`src/rtl/stp_regs.vh`:
```
// Register map, field positions and timing constants of the shared timer prescaler
`ifndef STP_REGS_VH
`define STP_REGS_VH

// ==================================================================
// Register addresses (data space and short I/O space)
`define STP_ADDR_W 8
`define STP_CTRL_DATA_ADDR 8'h43
`define STP_IO_OFFSET 8'h20
`define STP_CTRL_IO_ADDR 8'h23
`define STP_CTRL_RESET 8'h00

// ==================================================================
// Control register fields
`define STP_BIT_HOLD 7
`define STP_BIT_ASYNC_RST 1
`define STP_BIT_SHARED_RST 0

// ==================================================================
// Clock source selection codes
`define STP_SEL_W 3
`define STP_SEL_STOP 3'h0
`define STP_SEL_SYS 3'h1
`define STP_SEL_DIV8 3'h2
`define STP_SEL_DIV64 3'h3
`define STP_SEL_DIV256 3'h4
`define STP_SEL_DIV1024 3'h5
`define STP_SEL_EXT_FALL 3'h6
`define STP_SEL_EXT_RISE 3'h7

// ==================================================================
// Prescaler counter and tap wrap masks
`define STP_PRE_W 10
`define STP_PRE_ZERO 10'h000
`define STP_PRE_ONE 10'h001
`define STP_MASK8 10'h007
`define STP_MASK64 10'h03f
`define STP_MASK256 10'h0ff
`define STP_MASK1024 10'h3ff

`endif

```
`src/rtl/stp_pin_sync.v`:
```
// External count pin synchronizer and edge detector
`timescale 1ns/100ps
`default_nettype none

module stp_pin_sync (
  // Clock and reset
  input wire sys_clk,
  input wire rstn,
  // Raw pin
  input wire pin_in,
  // Detected edges, one cycle each
  output reg rise_pulse,
  output reg fall_pulse
);

  // ==================================================================
  // Front end: falling-edge register, then two rising-edge flops
  reg pin_latch;
  reg sync_a;
  reg sync_b;

  // The latch closes at the falling edge and holds through the low phase,
  // so the rising-edge flop always sees the pin as it stood at that fall
  always @(negedge sys_clk) begin
    pin_latch <= pin_in;
  end

  // Two rising-edge stages; reset loads the pin level so no false edge follows it
  always @(posedge sys_clk) begin
    if (!rstn) begin
      sync_a <= pin_latch;
      sync_b <= pin_latch;
    end else begin
      sync_a <= pin_latch;
      sync_b <= sync_a;
    end
  end

  // ==================================================================
  // Edge detector; a further agreeing stage would push the pin-to-count delay past 3.5 cycles
  always @* begin
    rise_pulse = sync_a && !sync_b;
    fall_pulse = !sync_a && sync_b;
  end

endmodule
`default_nettype wire

```
`src/rtl/stp_prescaler.v`:
```
// Shared prescaler, clock source select and timer sync control register
`timescale 1ns/100ps
`default_nettype none
`include "stp_regs.vh"

module stp_prescaler (
  // Clock and reset
  input wire sys_clk,
  input wire rstn,
  // Register port: data-space and short I/O accesses
  input wire [`STP_ADDR_W-1:0] reg_addr,
  input wire reg_io_space,
  input wire reg_wr,
  input wire reg_rd,
  input wire [7:0] reg_wdata,
  output reg [7:0] reg_rdata,
  // Clock source selections from the two timers
  input wire [`STP_SEL_W-1:0] timer_a_clk_source_sel,
  input wire [`STP_SEL_W-1:0] timer_b_clk_source_sel,
  // External count pins
  input wire timer_a_ext_count_pin,
  input wire timer_b_ext_count_pin,
  // Asynchronous timer prescaler handshake
  input wire async_mode,
  input wire async_reset_done,
  output reg async_prescaler_reset_out,
  // Tick outputs to the timers
  output reg timer_a_tick,
  output reg timer_b_tick
);

  // ==================================================================
  // Address decode, used for both reads and writes
  function addr_hit;
    input [`STP_ADDR_W-1:0] addr;
    input io_space;
    begin
      addr_hit = io_space ? (addr == `STP_CTRL_IO_ADDR) : (addr == `STP_CTRL_DATA_ADDR);
    end
  endfunction

  wire ctrl_wr = reg_wr && addr_hit(reg_addr, reg_io_space);
  wire ctrl_rd = reg_rd && addr_hit(reg_addr, reg_io_space);

  // ==================================================================
  // Control register
  reg sync_hold_mode;
  reg async_prescaler_reset;
  reg shared_prescaler_reset;
  reg next_async;
  reg next_shared;
  reg next_hold;

  // Reset bits persist only under hold; async bit waits for its domain
  always @* begin
    next_hold = sync_hold_mode;
    next_async = async_prescaler_reset;
    next_shared = shared_prescaler_reset;
    if (ctrl_wr) begin
      next_hold = reg_wdata[`STP_BIT_HOLD];
      next_async = async_prescaler_reset | reg_wdata[`STP_BIT_ASYNC_RST];
      next_shared = shared_prescaler_reset | reg_wdata[`STP_BIT_SHARED_RST];
    end
    if (!next_hold) begin
      if (ctrl_wr && sync_hold_mode) begin
        next_async = 1'b0;
        next_shared = 1'b0;
      end else begin
        // A freshly written bit is applied for one cycle, then clears, except an async bit still waiting for its domain
        if (!ctrl_wr || !reg_wdata[`STP_BIT_SHARED_RST]) begin
          next_shared = 1'b0;
        end
        if ((!ctrl_wr || !reg_wdata[`STP_BIT_ASYNC_RST]) && !(async_mode && !async_reset_done)) begin
          next_async = 1'b0;
        end
      end
    end
  end

  // Reset value of the whole register, split into its fields below
  wire [7:0] ctrl_reset_val = `STP_CTRL_RESET;

  always @(posedge sys_clk) begin
    if (!rstn) begin
      sync_hold_mode <= ctrl_reset_val[`STP_BIT_HOLD];
      async_prescaler_reset <= ctrl_reset_val[`STP_BIT_ASYNC_RST];
      shared_prescaler_reset <= ctrl_reset_val[`STP_BIT_SHARED_RST];
    end else begin
      sync_hold_mode <= next_hold;
      async_prescaler_reset <= next_async;
      shared_prescaler_reset <= next_shared;
    end
  end

  // Read data registered; unused bits read as zero
  always @(posedge sys_clk) begin
    if (!rstn) begin
      reg_rdata <= `STP_CTRL_RESET;
    end else if (ctrl_rd) begin
      reg_rdata <= {sync_hold_mode, 5'h00, async_prescaler_reset, shared_prescaler_reset};
    end else begin
      reg_rdata <= 8'h00;
    end
  end

  always @(posedge sys_clk) begin
    if (!rstn) begin
      async_prescaler_reset_out <= 1'b0;
    end else begin
      async_prescaler_reset_out <= next_async;
    end
  end

  // ==================================================================
  // Shared prescaler: free-running ten-bit count, held clear during reset
  reg [`STP_PRE_W-1:0] pre_count;

  always @(posedge sys_clk) begin
    if (!rstn) begin
      pre_count <= `STP_PRE_ZERO;
    end else if (shared_prescaler_reset) begin
      pre_count <= `STP_PRE_ZERO;
    end else begin
      pre_count <= pre_count + `STP_PRE_ONE;
    end
  end

  // Tap strobes fire at each divisor wrap, shared by every timer
  wire tap8 = (pre_count & `STP_MASK8) == `STP_MASK8;
  wire tap64 = (pre_count & `STP_MASK64) == `STP_MASK64;
  wire tap256 = (pre_count & `STP_MASK256) == `STP_MASK256;
  wire tap1024 = (pre_count & `STP_MASK1024) == `STP_MASK1024;

  // ==================================================================
  // Per-timer source select; the pin path is never divided
  wire [1:0] ext_rise;
  wire [1:0] ext_fall;
  wire [`STP_SEL_W-1:0] sel [0:1];
  wire [1:0] tick_next;
  assign sel[0] = timer_a_clk_source_sel;
  assign sel[1] = timer_b_clk_source_sel;

  stp_pin_sync u_sync_a (
    .sys_clk(sys_clk),
    .rstn(rstn),
    .pin_in(timer_a_ext_count_pin),
    .rise_pulse(ext_rise[0]),
    .fall_pulse(ext_fall[0])
  );

  stp_pin_sync u_sync_b (
    .sys_clk(sys_clk),
    .rstn(rstn),
    .pin_in(timer_b_ext_count_pin),
    .rise_pulse(ext_rise[1]),
    .fall_pulse(ext_fall[1])
  );

  function pick_tick;
    input [`STP_SEL_W-1:0] s;
    input hold_off;
    input t8;
    input t64;
    input t256;
    input t1024;
    input er;
    input ef;
    begin
      case (s)
        `STP_SEL_STOP: pick_tick = 1'b0;
        `STP_SEL_SYS: pick_tick = 1'b1;
        `STP_SEL_DIV8: pick_tick = t8 && !hold_off;
        `STP_SEL_DIV64: pick_tick = t64 && !hold_off;
        `STP_SEL_DIV256: pick_tick = t256 && !hold_off;
        `STP_SEL_DIV1024: pick_tick = t1024 && !hold_off;
        `STP_SEL_EXT_FALL: pick_tick = ef;
        `STP_SEL_EXT_RISE: pick_tick = er;
        default: pick_tick = 1'b0;
      endcase
    end
  endfunction

  // Independent selection per timer, one shared counter feeding both
  genvar gi;
  generate
    for (gi = 0; gi < 2; gi = gi + 1) begin : g_sel
      assign tick_next[gi] = pick_tick(sel[gi], shared_prescaler_reset, tap8, tap64, tap256,
                                       tap1024, ext_rise[gi], ext_fall[gi]);
    end
  endgenerate

  // Registered ticks; pin path totals about three cycles
  always @(posedge sys_clk) begin
    if (!rstn) begin
      timer_a_tick <= 1'b0;
      timer_b_tick <= 1'b0;
    end else begin
      timer_a_tick <= tick_next[0];
      timer_b_tick <= tick_next[1];
    end
  end

endmodule
`default_nettype wire

```
`config.mk`:
```
export PLATFORM = sky130hd
export DESIGN_NAME = stp_prescaler
export DESIGN_NICKNAME = d
export VERILOG_FILES = /design/src/rtl/stp_pin_sync.v /design/src/rtl/stp_prescaler.v
export VERILOG_INCLUDE_DIRS = /design/src /design/src/rtl
export SDC_FILE = /design/constraint.sdc
export NUM_CORES = 1
export LEC_CHECK = 0
export ABC_AREA = 0
export BUFFER_PORTS_ARGS = -buffer_cell sky130_fd_sc_hd__buf_2
export CAP_MARGIN = 10
export CORE_ASPECT_RATIO = 1.1
export CORE_UTILIZATION = 43
export CTS_CLUSTER_DIAMETER = 30
export DETAILED_ROUTE_END_ITERATION = 7
export PLACE_DENSITY = 0.74
export SLEW_MARGIN = 10
export SYNTH_ARGS = -nofsm -noshare
export SYNTH_HDL_FRONTEND = slang
export SYNTH_SLANG_ARGS = --single-unit
```
`constraint.sdc`:
```
create_clock -name sys_clk -period 1.7 [get_ports sys_clk]
set_input_delay 0.085 -clock sys_clk [delete_from_list [all_inputs] [get_ports sys_clk]]
set_output_delay 0.085 -clock sys_clk [all_outputs]
set_load 0.01 [all_outputs]
```
# [Word level (Yosys, flattened, before mapping)]
# Index checks and enable logic that the tools add are counted.
[totals] register_bits=29 wordCells=81 output_inout_bits=11 input_bits=31
[op_classes] bitwise_logic=3 mux=14 n_addsub=1 eq_ne=20 reduce_logical=29
[op_table] cell="equality test 3 bit (second input constant)" count=9
[op_table] cell="one-hot mux 1 bit (8 select lines)" count=2
[op_table] cell="logical AND 1 bit" count=13
[op_table] cell="equality test 3 x 2 -> 1 bit (second input constant)" count=4
[op_table] cell="two-way mux 1 bit" count=12
[op_table] cell="adder 10 x 1 -> 10 bit (second input constant)" count=1
[op_table] cell="equality test 10 bit (second input constant)" count=1
[op_table] cell="logical NOT 1 bit" count=10
[op_table] cell="equality test 8 x 6 -> 1 bit (second input constant)" count=1
[op_table] cell="equality test 8 x 7 -> 1 bit (second input constant)" count=1
[op_table] cell="equality test 8 bit (second input constant)" count=1
[op_table] cell="equality test 3 x 1 -> 1 bit (second input constant)" count=2
[op_table] cell="equality test 6 bit (second input constant)" count=1
[op_table] cell="logical NOT 3 bit" count=2
[op_table] cell="logical OR 1 bit" count=2
[op_table] cell="bitwise OR 1 bit" count=2
[op_table] cell="AND reduction 2 bit" count=1
[op_table] cell="OR reduction 2 bit" count=1
[op_table] cell="inverter 1 bit" count=1

# [Logic depth before layout (Yosys ltp)]
# Gate-level depths: netlist (run 1).
[depth] ltp_word=9 ltp_mapped=6 ltp_nobuf=6

# [Modules after synthesis]
# From an unflattened synthesis (run 1), not the netlist that was laid out.
[unflattened] hier_cells=127 area_unflattened_um2=1196.1
[by_module_without_submodules] mod="stp_prescaler" cells_per_inst=113 n_inst=1 area_per_inst_um2=1013.5 seq_area_each_um2=360.3
[by_module_without_submodules] mod="stp_pin_sync" cells_per_inst=7 n_inst=2 area_per_inst_um2=91.3 seq_area_each_um2=60.1

==> results of run 1 <==
==> worst max-delay path: stages, from the launching register on <==
cell and delay (ns):
dfxtp_2 0.38, ha_4 0.16, nand4_4 0.11, a2111o_1 0.38, a2111oi_2 0.36, a41o_1 0.13
==> final cells by class <==
type	count	share of cell area [%]
Multi-Input combinational cell	85	44.2
Sequential cell	24	36.4
Timing Repair Buffer	33	12.8
Tap cell	30	2.83
Clock buffer	4	1.98
Inverter	4	1.13
Clock inverter	2	0.566
==> final timing paths <==
kind              slack (ns)                                   end  cells past startpoint
setup / recovery        0.13               timer_b_tick$_SDFF_PN0_                      5
hold / removal          0.02  async_prescaler_reset_out$_SDFF_PN0_                      3
setup reg to reg        0.13               timer_b_tick$_SDFF_PN0_                      5
hold reg to reg         0.52               u_sync_a.sync_b$_DFF_P_                      1
==> layer usage <==
layer	wire, um	global-route usage, %	vias up	part of all wire, %
met3	55	1.64	2	2.8
met4	6	5.71	0	0.30
met1	863	18.8	422	44
li1	-	-	472	-
met2	1040	27.6	15	53
met5	0	0	-	0
==> metrics by stage <==
stage | util, % | hold WS (ns) | setup slack (ns) | cells | area (um^2)
after global placement | 54.3 | 0.352 | 0.0861 | 177 | 1270
final | 56.6 | 0.0196 | 0.130 | 182 | 1330
after floorplan | - | 0.229 | 0.115 | 120 | 1120
after global routing | 56.6 | 0.00784 | 0.0537 | 182 | 1330
after detailed placement | 54.3 | 0.355 | 0.0446 | 177 | 1270
after CTS | 55.6 | 0.0131 | 0.0123 | 182 | 1300
==> power groups by stage <==
stage	Combinational [W]	Sequential (W)	Clock [W]
2_1_floorplan	0.0000542	0.000602	0.0000111
6_report	0.0000936	0.000594	0.000262
4_1_cts	0.0000912	0.000590	0.000275
3_3_place_gp	0.0000876	0.000601	0.0000111
5_1_grt	0.000106	0.000596	0.000297
3_5_place_dp	0.0000913	0.000603	0.0000111
==> synth_stat cells, types with 3 or more instances <==
cell type / number / area [um^2]
a21oi_1: 3 / 15.0
nand2_1: 6 / 22.5
buf_4: 5 / 37.5
and2_1: 3 / 18.8
dfxtp_1: 24 / 480
mux2_2: 3 / 33.8
inv_1: 5 / 18.8
nand2b_1: 3 / 18.8
and3_1: 4 / 25.0
xnor2_1: 3 / 26.3
o21ai_0: 4 / 20.0
nand3_1: 5 / 25.0
xor2_1: 4 / 35.0
nor2_1: 14 / 52.6
==> repair_timing <==
item / 4_1_cts / 5_1_grt
gates resized for setup: 0 / 5
endpoints found under the setup margin: 0 / 2
endpoints found under the hold margin: 0 / 0
==> logic make-up (layout without fill, tap and decap cells) <==
family / Yosys count / in the layout / share of synthesized area, %
other: 1 / 5 / 0.341
and+or+nand+nor: 52 / 52 / 27.4
AOI/OAI and AO/OA: 15 / 15 / 10.5
buffers and inverters: 11 / 43 / 6.36
adders and majority gates: 2 / 2 / 2.27
DFF: 24 / 24 / 43.6
muxes: 4 / 4 / 3.98
xor gates and xnor gates: 7 / 7 / 5.57
==> results.ini, run 1 <==
[floorplan]
die_w_um=50.2
dieHeight_um=55.1
core_mm2=0.00234
start_util_pct=47.0
io_pins=42
rows=18
dieArea_mm2=0.00277

[clock_network]
numCtsBuffers=3
clkTransAtPathRegs_ns=0.13
holdBufCountCts=0
cts_tree=built
post_cts_buffers=0
clk_path_buf_depth=2
cts.sinks=24
htree_num_levels=1
clock_latency_ns=0.35
cts_root_buf=clkbuf_4

[grt]
grt_pass1_vias=821
grt.total_usage_pct=15.2
grt_max_degree=14
grt_antenna_before_repair=0
grt_overflow_total=0
grt_pass1_wl_um=3260

[job]
timing.max_cap.violations=0

[final_layout]
multi_input_area_um2=587
largestRegisters=pre_count (10), reg_rdata (3)
top_register=pre_count
n_antenna_cell=0
largest_reg_flops=10
layout-drive-gt1-share_pct=29.6
regArea_um2=483
layout_commonest_cell=buf_2
n_fill_cell=232
nets=186
layout.cells.most_common_list=buf_2 (31), dfxtp_1 (22), nor2_1 (14)
syn_to_final_growth_pct=20.5

[min_path]
hp-start=async_reset_done
worstHoldPathType=primary input to flip-flop

[yosys]
syn_area_per_cell_um2=9.49
yosysWarnings=0
synth_area_mm2=0.00110
ys.flop_type=dfxtp_1
synth-seq-cells=24
synth_edf_count=0
async_flop_share_pct=0
yosys.cell_types.count=39
seq_area_frac_synth_pct=43.6
syn_inst=116

[drt]
num_vias=911
avgViaCountPerCell=5.01
dr.pass1.iters=4
drt-initial-drc-count=11
ant_nets=0
wire_per_inst_um=10.8
finalWirelength_um=1970
drc=0

[sta]
hold_viol_final=0
skew_ns=0.0583
finalSetupViolCount=0
post-route-period-util_pct=92.3
fmax_mhz=637
min_period_ns=1.57
setup_tns_ns=0
rsz0062_at_grt=false
final_max_slew_viol_count=0

[place]
dp_hpwl_um=1640
io_buffers=31
gp_congestion=0.789

[power_and_ir_drop]
p_sw_w=0.000221
irDropWorstVdd_uv=581
power_leakage_nw=0.605
total_power_w=0.000949
p_int_w=0.000728
p_sw_share_pct=23.3
p_seq_share_pct=62.6
p_comb_share_pct=9.9
power-per-cell-area_mw_per_mm2=715
clkPwrFrac_pct=27.6

[worst_setup_path]
end_kind=flip-flop
r2r_start=pre_count[0]$_SDFF_PP0_
startpoint=pre_count[0]$_SDFF_PP0_
path_max_fanout=4
worstPathRequired_ns=1.95
worst-setup-path-type=flip-flop to flip-flop
arrival_ns=1.82
worst_setup_path_start_kind=flip-flop

[status]
status=completed

No activity file was read; power rests on OpenSTA's default activity.
==> run 2, diff against run 1 <==
--- a/config.mk
+++ b/config.mk
@@ -13,6 +13,7 @@
 export CORE_UTILIZATION = 43
 export CTS_CLUSTER_DIAMETER = 30
 export DETAILED_ROUTE_END_ITERATION = 7
+export HOLD_SLACK_MARGIN = 0.1
 export PLACE_DENSITY = 0.74
 export SLEW_MARGIN = 10
 export SYNTH_ARGS = -nofsm -noshare
==> run 2 against run 1 <==
Against the previous run: global-route usage rose by 0.54 points; worst setup slack got worse by 0.0086 ns; final cell count rose by 3.8%.
==> results.ini, run 2 (synthesis results as in run 1) <==
[grt]
grt_pass1_wl_um=3370
grt_max_degree=14
grt_pass1_vias=855
grt_overflow_total=0
grt.total_usage_pct=15.8
grt_antenna_before_repair=0

[sta]
hold_viol_final=0
final_max_slew_viol_count=0
finalSetupViolCount=0
setup_ws_ns=0.122
post-route-period-util_pct=92.8
min_period_ns=1.58
fmax_mhz=634
skew_ns=0.0581
setup_tns_ns=0
rsz0062_at_grt=false

[place]
gp_congestion=0.789
dp_cells=177
io_buffers=31
dp_hpwl_um=1640
preCtsSetupSlack_ns=0.0446

[job]
timing.max_cap.violations=0

[final_layout]
layout_commonest_cell=buf_2
n_antenna_cell=0
largest_reg_flops=10
fin_util_pct=59.6
multi_input_area_um2=587
nets=193
top_register=pre_count
fin_cells=189
regArea_um2=483
syn_to_final_growth_pct=26.8
layout.cells.most_common_list=buf_2 (31), dfxtp_1 (22), nor2_1 (14)
largestRegisters=pre_count (10), reg_rdata (3)
n_fill_cell=218
layout-drive-gt1-share_pct=28.3

[power_and_ir_drop]
irDropWorstVdd_uv=601
p_sw_share_pct=23.6
power-per-cell-area_mw_per_mm2=691
p_comb_share_pct=10.8
p_seq_share_pct=61.6
power_leakage_nw=0.629
p_sw_w=0.000228
p_int_w=0.000737
clkPwrFrac_pct=27.6

[clock_network]
clkTransAtPathRegs_ns=0.13
htree_num_levels=1
post_cts_buffers=0
clk_path_buf_depth=2
cts.sinks=24
cts_tree=built
numCtsBuffers=3
cts_root_buf=clkbuf_4
clock_latency_ns=0.36

[drt]
avgViaCountPerCell=5.04
finalWirelength_um=2100
ant_nets=0
wire_per_inst_um=11.1
drc=0
num_vias=953
drt-initial-drc-count=7
dr.pass1.iters=4

[worst_setup_path]
arrival_ns=1.81
startpoint=pre_count[0]$_SDFF_PP0_
end_kind=flip-flop
crit_slowest_cell=dfxtp_2
path_max_fanout=4
worstPathRequired_ns=1.93
r2r_start=pre_count[0]$_SDFF_PP0_
cp_cell_sequence=ha_4, nand4_4, or3_1, a311o_1, a31oi_1
worst-setup-path-type=flip-flop to flip-flop
worst_setup_path_start_kind=flip-flop
cpPeakStageDelay_ns=0.38

[floorplan]
dieArea_mm2=0.00277
core_mm2=0.00234
start_util_pct=47.0
die_w_um=50.2
dieHeight_um=55.1
rows=18
io_pins=42

[min_path]
hp-start=reg_wdata[0]
worstHoldPathType=primary input to flip-flop

[status]
status=completed

[run 2: changes by cell type in the layout (fill, tap and decap cells not counted), sizes merged]
cell,before,now
dlygate4sd3,0,7
[run 2: critical path, delay by kind of cell, from the launching register on]
| family | cells | cell delay, ns |
|---|---|---|
| simple gates | 2 | 0.47 |
| fa+ha+maj | 1 | 0.16 |
| compound gates | 2 | 0.50 |
| flops | 1 | 0.38 |
[run 2: power by group through the flow]
stage               combinational, W  sequential [W]  clock (W)
floorplan                  0.0000542        0.000602  0.0000111
global placement           0.0000876        0.000601  0.0000111
detailed placement         0.0000913        0.000603  0.0000111
CTS                         0.000101        0.000590   0.000275
global route                0.000117        0.000596   0.000297
finish                      0.000104        0.000594   0.000266
[run 2: cell type report]
cell class,instances,area share (%)
Multi-Input combinational cell,85,42.0
Sequential cell,24,34.6
Timing Repair Buffer,40,17.2
Tap cell,30,2.69
Clock buffer,4,1.88
Inverter,4,1.08
Clock inverter,2,0.538
[run 2: layer usage]
layer / global-route usage, % / routed length, um / vias up
met5: 0 / 0 / -
met4: 7.14 / 44 / 0
met3: 1.91 / 82 / 5
met2: 28.4 / 1090 / 28
met1: 19.0 / 877 / 436
li1: - / - / 484
[run 2: final timing paths]
check,slack (ns),cells past startpoint,end
max,0.12,5,timer_a_tick$_SDFF_PN0_
min,0.11,4,shared_prescaler_reset$_SDFF_PN0_
max reg2reg,0.12,5,timer_a_tick$_SDFF_PN0_
min reg2reg,0.52,1,u_sync_b.sync_b$_DFF_P_
[run 2: timing repair]
action | CTS | global route
endpoints found under the hold margin | 5 | 0
setup endpoints to repair | 0 | 2
resized for setup | 0 | 5
hold buffers | 7 | 0
[run 2: per-stage QoR]
step / area, um^2 / total power, W / hold WS [ns]
floorplan: 1120 / 0.000667 / 0.229
global placement: 1270 / 0.000700 / 0.352
detailed placement: 1270 / 0.000705 / 0.355
CTS: 1370 / 0.000966 / 0.102
global route: 1400 / 0.00101 / 0.122
finish: 1400 / 0.000964 / 0.110
